`src/logic/sie_pkg.sv`:
```
`default_nettype none
package sie_pkg;
   // Register offsets on the local register port.
   localparam logic [7:0] ADDR_INT_EN = 8'h20;
   localparam logic [7:0] ADDR_IRQ_STATUS = 8'h30;
   localparam logic [7:0] ADDR_IRQ_MASK = 8'h31;
   localparam logic [7:0] ADDR_SRC_FLAGS = 8'h32;
   localparam logic [7:0] ADDR_PIN_LEVEL = 8'h33;
   // Field positions of the enable register, shared by the source flags.
   localparam int BIT_WAKE_OUT = 0;
   localparam int BIT_BOOT_OFF = 1;
   localparam int BIT_AUTOSLEEP = 2;
   localparam int BIT_ORIENT = 3;
   localparam int BIT_CHG_IN = 4;
   localparam int BIT_CHG_OUT = 5;
   localparam int BIT_BUFFER = 6;
   localparam int BIT_SAMPLE = 7;
   // Source flags exist for bits 7 down to 2 only.
   localparam logic [7:0] SRC_MASK = 8'hFC;
   localparam logic [7:0] INT_EN_RESET_LOW = 8'h00;
   localparam logic [7:0] INT_EN_RESET_HIGH = 8'h20;
   // Timing of the pin pulses.
   localparam int CLK_MHZ = 100;
   localparam int MOTION_PULSE_MS = 5;
   localparam int MOTION_PULSE_CYCLES = MOTION_PULSE_MS * CLK_MHZ * 1000;
   localparam int BOOT_PULSE_MS = 1;
   localparam int BOOT_PULSE_CYCLES = BOOT_PULSE_MS * CLK_MHZ * 1000;
   localparam int PULSE_CNT_W = 20;
   // Sticky status bits of the controller's own interrupt.
   localparam int ST_W = 3;
   localparam int ST_MOTION = 0;
   localparam int ST_BOOT = 1;
   localparam int ST_OVERRUN = 2;
   // States of a pin pulse generator.
   typedef enum logic [0:0] {PG_IDLE = 1'b0, PG_ACTIVE = 1'b1} sie_pulse_state_t;
endpackage : sie_pkg
`default_nettype wire

```
`src/logic/sie_pulse_gen.sv`:
```
`timescale 1ns/1ns
`default_nettype none
module sie_pulse_gen #(
   parameter int WIDTH = 16
) (
   input wire logic clk,
   input wire logic reset_n,
   input wire logic start,
   input wire logic abort,
   output logic active
);
   sie_pkg::sie_pulse_state_t state_q, state_d;
   logic [sie_pkg::PULSE_CNT_W-1:0] cnt_q, cnt_d;
   localparam logic [sie_pkg::PULSE_CNT_W-1:0] LAST = sie_pkg::PULSE_CNT_W'(WIDTH - 1);

   ////////////////////////////////////////////////////////////////////////////
   // Next state: a start launches a pulse, abort or the last count ends it.
   always_comb
   begin
      state_d = state_q;
      cnt_d = cnt_q;
      case (state_q)
         sie_pkg::PG_IDLE:
         begin
            cnt_d = '0;
            if (start && !abort)
               state_d = sie_pkg::PG_ACTIVE;
         end
         sie_pkg::PG_ACTIVE:
         begin
            cnt_d = cnt_q + 1'b1;
            if (abort || cnt_q == LAST)
            begin
               state_d = sie_pkg::PG_IDLE;
               cnt_d = '0;
            end
         end
         default:
            state_d = sie_pkg::PG_IDLE;
      endcase
   end

   // State registers.
   always_ff @(posedge clk or negedge reset_n)
   begin
      if (!reset_n)
      begin
         state_q <= sie_pkg::PG_IDLE;
         cnt_q <= '0;
      end
      else
      begin
         state_q <= state_d;
         cnt_q <= cnt_d;
      end
   end

   assign active = (state_q == sie_pkg::PG_ACTIVE);

   property p_pulse_end;
      @(posedge clk) disable iff (!reset_n)
      $fell(active) |-> $past(abort) || $past(cnt_q) == LAST;
   endproperty
   a_pulse_end: assert property (p_pulse_end) else $error("Pulse ended early.");

   property p_pulse_abort;
      @(posedge clk) disable iff (!reset_n)
      active && abort |=> !active;
   endproperty
   a_pulse_abort: assert property (p_pulse_abort) else $error("Abort ignored.");
endmodule : sie_pulse_gen
`default_nettype wire

```
`src/logic/sie_irq_status.sv`:
```
`timescale 1ns/1ns
`default_nettype none
module sie_irq_status (
   input wire logic clk,
   input wire logic reset_n,
   input wire logic [sie_pkg::ST_W-1:0] event_in,
   input wire logic clear_wr,
   input wire logic mask_wr,
   input wire logic [sie_pkg::ST_W-1:0] wdata,
   output logic [sie_pkg::ST_W-1:0] status,
   output logic [sie_pkg::ST_W-1:0] mask,
   output logic irq
);
   logic [sie_pkg::ST_W-1:0] status_q, status_d;
   logic [sie_pkg::ST_W-1:0] mask_q, mask_d;

   ////////////////////////////////////////////////////////////////////////////
   // Each bit is set by its event, cleared by writing one; the set wins.
   genvar i;
   generate
      for (i = 0; i < sie_pkg::ST_W; i++)
      begin : g_bit
         always_comb
         begin
            status_d[i] = event_in[i] | (status_q[i] & ~(clear_wr & wdata[i]));
         end
      end
   endgenerate

   // Mask register follows a write.
   always_comb
   begin
      mask_d = mask_wr ? wdata : mask_q;
   end

   // Status and mask registers.
   always_ff @(posedge clk or negedge reset_n)
   begin
      if (!reset_n)
      begin
         status_q <= '0;
         mask_q <= '0;
      end
      else
      begin
         status_q <= status_d;
         mask_q <= mask_d;
      end
   end

   assign status = status_q;
   assign mask = mask_q;
   assign irq = |(status_q & mask_q);

   property p_irq_follows;
      @(posedge clk) disable iff (!reset_n)
      |(event_in & mask_q) && !mask_wr |=> irq;
   endproperty
   a_irq_follows: assert property (p_irq_follows) else $error("Unmasked event lost.");
endmodule : sie_irq_status
`default_nettype wire

```
`src/logic/sie_top.sv`:
```
// Overview of operation
// - Enable register at 0x20, one read/write bit per interrupt event generator.
// - Strap high: enabled interrupts with pin-select bit clear pulse motion pin low, open drain, motion width.
// - Strap high: pulse repeats each data-rate period while the source flag stays set.
// - Strap high: boot pin carries only boot-complete, active-low open-drain boot-width pulse.
// - Enable resets to zero; with strap high bit 5 resets to one.
// - Bit 7 enables data-ready interrupt onto the pin chosen by pin-select.
// - Strap low: reading output registers clears data-ready flag and its pin level.
// - Strap high: output read clears data-ready flag; pin pulse ends by itself.
// - Entering standby cuts a running data-ready pulse short.
// - Bit 6 routes the buffer interrupt to the selected pin; zero routes nowhere.
// - Bit 5 enables change-detector outside-threshold interrupt on selected pin.
// - Bit 4 enables change-detector inside-threshold interrupt on selected pin.
// - Bit 3 enables orientation-change interrupt on selected pin.
// - Bit 2 enables auto wake/sleep interrupt on selected pin.
// - Bit 1 set stops boot pulse routing; ignored with strap high.
// - Strap low: bit 0 holds selected pin active in wake, opposite level otherwise.
`timescale 1ns/1ns
`default_nettype none
module sie_top #(
   parameter int MOTION_PULSE_CYCLES = sie_pkg::MOTION_PULSE_CYCLES,
   parameter int BOOT_PULSE_CYCLES = sie_pkg::BOOT_PULSE_CYCLES
) (
   input wire logic clk,
   input wire logic reset_n,
   input wire logic boot_strap_select,
   input wire logic [7:0] addr,
   input wire logic [7:0] wdata,
   input wire logic wr,
   input wire logic rd,
   output logic [7:0] rdata,
   input wire logic [7:0] src_event,
   input wire logic [7:0] src_clear,
   input wire logic data_reg_read,
   input wire logic boot_done_evt,
   input wire logic odr_tick,
   input wire logic [7:0] pin_select,
   input wire logic irq_polarity,
   input wire logic wake_state,
   input wire logic standby_mode,
   output logic [7:0] src_flags,
   input wire logic irq_pin_a_i,
   output logic irq_pin_a_o,
   output logic irq_pin_a_oe,
   input wire logic irq_pin_b_i,
   output logic irq_pin_b_o,
   output logic irq_pin_b_oe,
   output logic irq
);
   logic init_done_q, init_done_d;
   logic strap_q, strap_d;
   logic [7:0] en_q, en_d;
   logic [7:0] flags_q, flags_d;
   logic [7:0] rdata_q, rdata_d;
   logic pin_a_o_q, pin_a_o_d, pin_a_oe_q, pin_a_oe_d;
   logic pin_b_o_q, pin_b_o_d, pin_b_oe_q, pin_b_oe_d;
   logic [7:0] live;
   logic [7:0] routed_a, routed_b;
   logic [7:0] flag_clr;
   logic motion_start, motion_active;
   logic boot_start, boot_active;
   logic boot_on_b, wake_on_a, wake_on_b;
   logic act_a, act_b;
   logic wr_en, wr_clr, wr_mask;
   logic [sie_pkg::ST_W-1:0] st_event, st_status, st_mask;

   ////////////////////////////////////////////////////////////////////////////
   // Strap capture and enable register; the strap is sampled once after reset.
   always_comb
   begin
      init_done_d = 1'b1;
      strap_d = strap_q;
      en_d = en_q;
      if (!init_done_q)
      begin
         strap_d = boot_strap_select;
         en_d = boot_strap_select ? sie_pkg::INT_EN_RESET_HIGH : sie_pkg::INT_EN_RESET_LOW;
      end
      else if (wr_en)
         en_d = wdata;
   end

   // Strap and enable registers.
   always_ff @(posedge clk or negedge reset_n)
   begin
      if (!reset_n)
      begin
         init_done_q <= 1'b0;
         strap_q <= 1'b0;
         en_q <= sie_pkg::INT_EN_RESET_LOW;
      end
      else
      begin
         init_done_q <= init_done_d;
         strap_q <= strap_d;
         en_q <= en_d;
      end
   end

   ////////////////////////////////////////////////////////////////////////////
   // Bus decode; writes are ignored during the strap capture cycle.
   assign wr_en = wr && init_done_q && addr == sie_pkg::ADDR_INT_EN;
   assign wr_clr = wr && init_done_q && addr == sie_pkg::ADDR_IRQ_STATUS;
   assign wr_mask = wr && init_done_q && addr == sie_pkg::ADDR_IRQ_MASK;

   // Source flags: a new event wins over a clear in the same cycle.
   always_comb
   begin
      flag_clr = src_clear;
      flag_clr[sie_pkg::BIT_SAMPLE] = src_clear[sie_pkg::BIT_SAMPLE] | data_reg_read;
      flags_d = ((flags_q & ~flag_clr) | src_event) & sie_pkg::SRC_MASK;
   end

   // Source flag register.
   always_ff @(posedge clk or negedge reset_n)
   begin
      if (!reset_n)
         flags_q <= '0;
      else
         flags_q <= flags_d;
   end

   ////////////////////////////////////////////////////////////////////////////
   // gate flags by enables
   assign live = en_q & flags_q & sie_pkg::SRC_MASK;
   assign routed_a = live & ~pin_select;
   assign routed_b = live & pin_select;

   assign motion_start = strap_q && init_done_q && odr_tick && (|routed_a);

   assign boot_start = boot_done_evt && init_done_q && (strap_q || !en_q[sie_pkg::BIT_BOOT_OFF]);

   // Motion pin pulse timer; standby aborts it.
   // self-ending data-ready pulse
   sie_pulse_gen #(
      .WIDTH(MOTION_PULSE_CYCLES)
   ) u_motion_pulse (
      .clk(clk),
      .reset_n(reset_n),
      .start(motion_start),
      .abort(standby_mode),
      .active(motion_active)
   );

   // Boot pin pulse timer.
   sie_pulse_gen #(
      .WIDTH(BOOT_PULSE_CYCLES)
   ) u_boot_pulse (
      .clk(clk),
      .reset_n(reset_n),
      .start(boot_start),
      .abort(1'b0),
      .active(boot_active)
   );

   ////////////////////////////////////////////////////////////////////////////
   // Strap-low pin activity: wake output overrides other sources on its pin.
   assign boot_on_b = pin_select[sie_pkg::BIT_BOOT_OFF];
   assign wake_on_a = en_q[sie_pkg::BIT_WAKE_OUT] && !pin_select[sie_pkg::BIT_WAKE_OUT];
   assign wake_on_b = en_q[sie_pkg::BIT_WAKE_OUT] && pin_select[sie_pkg::BIT_WAKE_OUT];
   assign act_a = wake_on_a ? wake_state : ((|routed_a) || (boot_active && !boot_on_b));
   assign act_b = wake_on_b ? wake_state : ((|routed_b) || (boot_active && boot_on_b));

   // Pin drivers: push-pull with polarity in strap-low, open drain low pulses in strap-high.
   always_comb
   begin
      pin_a_o_d = irq_polarity ? act_a : ~act_a;
      pin_a_oe_d = init_done_q;
      pin_b_o_d = irq_polarity ? act_b : ~act_b;
      pin_b_oe_d = init_done_q;
      if (strap_q)
      begin
         pin_a_o_d = 1'b0;
         pin_a_oe_d = motion_active;
         pin_b_o_d = 1'b0;
         pin_b_oe_d = boot_active;
      end
   end

   // Pin output registers.
   always_ff @(posedge clk or negedge reset_n)
   begin
      if (!reset_n)
      begin
         pin_a_o_q <= 1'b0;
         pin_a_oe_q <= 1'b0;
         pin_b_o_q <= 1'b0;
         pin_b_oe_q <= 1'b0;
      end
      else
      begin
         pin_a_o_q <= pin_a_o_d;
         pin_a_oe_q <= pin_a_oe_d;
         pin_b_o_q <= pin_b_o_d;
         pin_b_oe_q <= pin_b_oe_d;
      end
   end

   assign irq_pin_a_o = pin_a_o_q;
   assign irq_pin_a_oe = pin_a_oe_q;
   assign irq_pin_b_o = pin_b_o_q;
   assign irq_pin_b_oe = pin_b_oe_q;
   assign src_flags = flags_q;

   ////////////////////////////////////////////////////////////////////////////
   // Controller events: pulse launches and a source firing while still pending.
   always_comb
   begin
      st_event = '0;
      st_event[sie_pkg::ST_MOTION] = motion_start && !standby_mode && !motion_active;
      st_event[sie_pkg::ST_BOOT] = boot_start;
      st_event[sie_pkg::ST_OVERRUN] = |(src_event & flags_q & en_q & ~flag_clr);
   end

   sie_irq_status u_status (
      .clk(clk),
      .reset_n(reset_n),
      .event_in(st_event),
      .clear_wr(wr_clr),
      .mask_wr(wr_mask),
      .wdata(wdata[sie_pkg::ST_W-1:0]),
      .status(st_status),
      .mask(st_mask),
      .irq(irq)
   );

   ////////////////////////////////////////////////////////////////////////////
   // Read data, valid the cycle after the read strobe; unmapped reads give zero.
   always_comb
   begin
      rdata_d = '0;
      if (rd)
      begin
         case (addr)
            sie_pkg::ADDR_INT_EN: rdata_d = en_q;
            sie_pkg::ADDR_IRQ_STATUS: rdata_d = 8'(st_status);
            sie_pkg::ADDR_IRQ_MASK: rdata_d = 8'(st_mask);
            sie_pkg::ADDR_SRC_FLAGS: rdata_d = flags_q;
            sie_pkg::ADDR_PIN_LEVEL: rdata_d = {6'h00, irq_pin_b_i, irq_pin_a_i};
            default: rdata_d = '0;
         endcase
      end
   end

   // Read data register.
   always_ff @(posedge clk or negedge reset_n)
   begin
      if (!reset_n)
         rdata_q <= '0;
      else
         rdata_q <= rdata_d;
   end

   assign rdata = rdata_q;

   ////////////////////////////////////////////////////////////////////////////
   property p_en_reset;
      @(posedge clk) disable iff (!reset_n)
      $rose(init_done_q) |-> en_q == (strap_q ? sie_pkg::INT_EN_RESET_HIGH : sie_pkg::INT_EN_RESET_LOW);
   endproperty
   a_en_reset: assert property (p_en_reset) else $error("Enable reset value wrong.");

   property p_en_read;
      @(posedge clk) disable iff (!reset_n)
      rd && addr == sie_pkg::ADDR_INT_EN |=> rdata == $past(en_q);
   endproperty
   a_en_read: assert property (p_en_read) else $error("Enable readback wrong.");

   property p_sample_clear;
      @(posedge clk) disable iff (!reset_n)
      data_reg_read && !src_event[sie_pkg::BIT_SAMPLE] |=> !flags_q[sie_pkg::BIT_SAMPLE];
   endproperty
   a_sample_clear: assert property (p_sample_clear) else $error("Data-ready not cleared.");

   property p_repeat;
      @(posedge clk) disable iff (!reset_n)
      motion_start && !standby_mode && !motion_active |=> motion_active;
   endproperty
   a_repeat: assert property (p_repeat) else $error("Pending source gave no pulse.");

   property p_open_drain;
      @(posedge clk) disable iff (!reset_n)
      strap_q && pin_a_oe_q |-> !pin_a_o_q && $past(motion_active);
   endproperty
   a_open_drain: assert property (p_open_drain) else $error("Motion pin not low pulse.");

   property p_boot_only;
      @(posedge clk) disable iff (!reset_n)
      strap_q && init_done_q && !boot_active |=> !pin_b_oe_q;
   endproperty
   a_boot_only: assert property (p_boot_only) else $error("Boot pin driven without boot.");

   property p_gate;
      @(posedge clk) disable iff (!reset_n)
      !strap_q && init_done_q && !(|routed_a) && !boot_active && !wake_on_a
         |=> pin_a_o_q == !$past(irq_polarity);
   endproperty
   a_gate: assert property (p_gate) else $error("Pin asserted without enabled flag.");
endmodule : sie_top
`default_nettype wire

```
`config.mk`:
```
export PLATFORM = sky130hd
export DESIGN_NAME = sie_top
export DESIGN_NICKNAME = d
export VERILOG_FILES = /design/src/logic/sie_pkg.sv /design/src/logic/sie_pulse_gen.sv /design/src/logic/sie_irq_status.sv /design/src/logic/sie_top.sv
export SDC_FILE = /design/constraint.sdc
export NUM_CORES = 1
export LEC_CHECK = 0
export BUFFER_PORTS_ARGS = -buffer_cell sky130_fd_sc_hd__buf_2
export CORE_AREA = 2 2 86 96
export CTS_BUF_LIST = sky130_fd_sc_hd__clkbuf_16
export DETAILED_ROUTE_END_ITERATION = 6
export DIE_AREA = 0 0 88 98
export GPL_TIMING_DRIVEN = 0
export PLACE_DENSITY = 0.8
export SYNTH_ARGS = -nofsm -noshare
export SYNTH_HDL_FRONTEND = slang
export SYNTH_SLANG_ARGS = --single-unit
```
`constraint.sdc`:
```
create_clock -name clk -period 2 [get_ports clk]
set_input_delay 0.4 -clock clk [delete_from_list [all_inputs] [get_ports clk]]
set_output_delay 0.4 -clock clk [all_outputs]
set_load 0.01 [all_outputs]
```
==> out/summary.txt <==
VDD IR-drop max = 0.456 mV
Via density = 5.60
Synth Cell Area = 0.00376 mm2
CTS root buffer = clkbuf_16
CP Data Arrival Time = 2.17 ns
Area growth, synth to finish = 22.9%
Fmax = 0.525 GHz
Routed Wire Length = 8670 um
Clock buffer depth = 2
DP HPWL = 6380 um
Worst setup SP type = input port
DRC = 0
Num Clock Sinks = 76
Pre-CTS setup slack = -0.221 ns
Via count = 3,303
RSZ-0062 raised after global routing = yes
Final-layout fill cell count = 657
Worst Path Max Fanout = 5
EDFF count, synth = 0
Routability cong. = 0.923
Sw Ratio = 22.0%
Met1 Resource Use GR = 27.4%
Internal power = 2.74 mW
Async SR Flop Fraction = 100%
Met2 GRT Util = 33.7%
Worst Setup SP = addr[2]
Busiest grt layer = met2
Syn Inst Count = 397
Crit path buffers/inverters = 1
Clock power share = 48.3%
Worst hold path endpoint = src_flags[3]$_DFF_PN0_
Core box area = 0.00770 mm2
Hold WC Path Type = in2reg
Final setup viols = 0
DIE HEIGHT = 98 um
Setup Skew = 0.00739 ns
Yosys reg bits = 76
Slowest CP cell = nor4_1
DR WL/cell = 14.7 um
DR pass1 iterations = 5
FF-to-FF setup slack = 0.10 ns
Cell Rows = 34
Kind of critical path = in2reg
Starting Density = 48.8%
Initial antenna violation count = 0
Post-CTS setup buffer count = 0
Comb power frac = 6.2%
YS warnings = 0
PortBufs = 66
Sequential fraction of the synthesis area = 50.6%
CP Capture Type = flip-flop
Area contributors post-synth = dfrtp_1 51%, nand3_1 3.9%, nor2_1 3.7%, nand2_1 3.4%, o21ai_0 2.9%
# IOs = 74
Min-delay src = src_event[3]
Full die area = 0.00862 mm2
Rel. slew slack = 39.0%
Diodes inserted = 0
R2r worst-path depth = 5
GR Util met3 = 3.63%
Slew @ Worst Pin = 0.906 ns
Vias in the first global route = 3,199
DIE WIDTH = 88 um
Crit-path cells = buf_2 -> or4b_1 -> nor4_1 -> a22oi_1 -> nor2_1
Commonest non-fill, non-tap cell in the layout = dfrtp_1
First-pass GRT wire length = 14,400 um
Hold Vio Cnt, Final = 0
Layout cells sized above 1 = 22.4%
Initial drt markers = 199
Minimum clock period = 1.91 ns
Skew-Pair Late Insertion Delay = 0.34 ns
Critical Path RT = 2.26 ns
Gr usage total = 21.1%
Power density over the cells = 760 mW/mm2
Post-Syn Area per Cell = 9.47 um2
Total gr overflow = 0
Sequential fraction of design power = 45.5%
Hold Crit Depth = 2
Net total in the final layout = 532
NetSw = 773 uW
Hold WS = 0.253 ns
Area leader, netlist = dfrtp_1
TritonCTS buffer count = 9
Final worst-path cycle share = 95.3%
Clock transition at path regs = 0.06 ns
Largest net degree at the start of global routing = 59
TritonCTS clock tree = done
Top-area cell type share of the netlist area = 50.6%
Status = complete, no violations
RR Endpoint = u_motion_pulse.cnt_q[17]$_DFF_PN0_
CTS H-tree lvls = 3
Reg2reg start = u_motion_pulse.cnt_q[3]$_DFF_PN0_
Worst setup margin = 0.0947 ns
Max Cap Viol = 0
Antenna viol nets, final = 0
Count of cell types in the netlist = 55
Leak Pwr = 2.02 nW
Most frequent cells in the layout = 73 x dfrtp_1, 66 x buf_2, 37 x nor2_1, 34 x nand2_1, 29 x inv_1
Top_reg_cell synth = dfrtp_1
Max stage delay on crit path = 0.77 ns
Max Slew Vio Count = 0
Cell family with most CP delay = simple AND/OR/NAND/NOR gates
==> routing by layer <==
layer / routed length, um / up-vias
met3: 358 / 19
met2: 4300 / 85
met1: 3800 / 1605
li1: - / 1594
met4: 210 / 0
met5: 0 / -
==> repair_timing <==
action,CTS,global route
cloned,0,0
endpoints found under the setup margin,13,21
endpoints found under the hold margin,18,0
hold buffers,1,0
resized for setup,4,15
==> cells by family after synthesis <==
family | share of synthesized area [%]
AO/OA/AOI/OAI | 12.7
flip-flops | 50.6
AND/OR/NAND/NOR | 24.5
multiplexers | 2.30
buffers and inverters | 4.19
adder cells (fa/ha/maj) | 0.666
other | 0.200
XOR/XNOR | 4.89
==> worst max path at each step <==
stage                                               endpoint  slack [ns]  cells past startpoint
after global routing      u_motion_pulse.cnt_q[12]$_DFF_PN0_       -0.01                      6
after global placement                    rdata[5]$_DFF_PN0_       -0.20                      5
after CTS                 u_motion_pulse.cnt_q[17]$_DFF_PN0_        0.04                      6
after floorplan                 u_status.mask[0]$_DFFE_PN0P_        0.14                      4
after detailed placement                  rdata[5]$_DFF_PN0_       -0.22                      5
final                                     rdata[5]$_DFF_PN0_        0.09                      5
==> Yosys cell counts (3+ instances only) <==
cell type,instances
xnor2_1,10
o21ai_0,22
mux2_2,5
a22oi_1,6
nand4_1,16
or2_2,3
or3_1,9
nand2_1,34
o211ai_1,3
a21o_1,3
o22ai_1,4
clkbuf_1,7
nor2_1,37
nand3_1,29
mux2i_1,3
and4_1,4
nor3_1,7
dfrtp_1,76
and2_1,3
inv_1,27
a21oi_1,18
or4_1,9
o31ai_1,6
nor4_1,7
xor2_1,11
==> cell type report <==
type | instances | area, um2 | share of cell area, %
Multi-Input combinational cell | 283 | 1720 | 37.3
Clock buffer | 9 | 225 | 4.88
Clock inverter | 7 | 83.8 | 1.81
Timing Repair Buffer | 68 | 370 | 8.02
Tap cell | 108 | 135 | 2.93
Sequential cell | 76 | 1910 | 41.3
Inverter | 27 | 101 | 2.19
Buffer | 12 | 75.1 | 1.63
==> state kept, by name, summed over array words and instances, names as in the netlist <==
name / cells
u_motion_pulse.active: 1
u_motion_pulse.cnt_q: 20
strap_q: 1
init_done_q: 1
irq_pin_b_oe: 1
u_boot_pulse.cnt_q: 20
rdata: 8
u_status.mask: 3
irq_pin_a_o: 1
en_q: 8
irq_pin_a_oe: 1
u_status.status: 3
src_flags: 6
irq_pin_b_o: 1
u_boot_pulse.active: 1
==> power by group through the flow <==
stage	Clock [mW]	Sequential, mW	Combinational (mW)
4_1_cts	1.71	1.60	0.221
3_5_place_dp	0	1.63	0.218
2_1_floorplan	0	1.63	0.0784
3_3_place_gp	0	1.63	0.204
5_1_grt	1.79	1.60	0.244
6_report	1.69	1.60	0.218
==> stage by stage <==
step	power (mW)	std cells	instance area [um2]	utilization [%]	setup TNS, ns
2_1_floorplan	1.70	398	3760	-	0
3_3_place_gp	1.83	572	4230	54.9	-2.73
3_5_place_dp	1.84	573	4260	55.3	-3.12
4_1_cts	3.53	590	4580	59.5	0
5_1_grt	3.64	590	4620	60.0	-0.0245
6_report	3.51	590	4620	60.0	0
No activity file was read; power rests on OpenSTA's default activity.
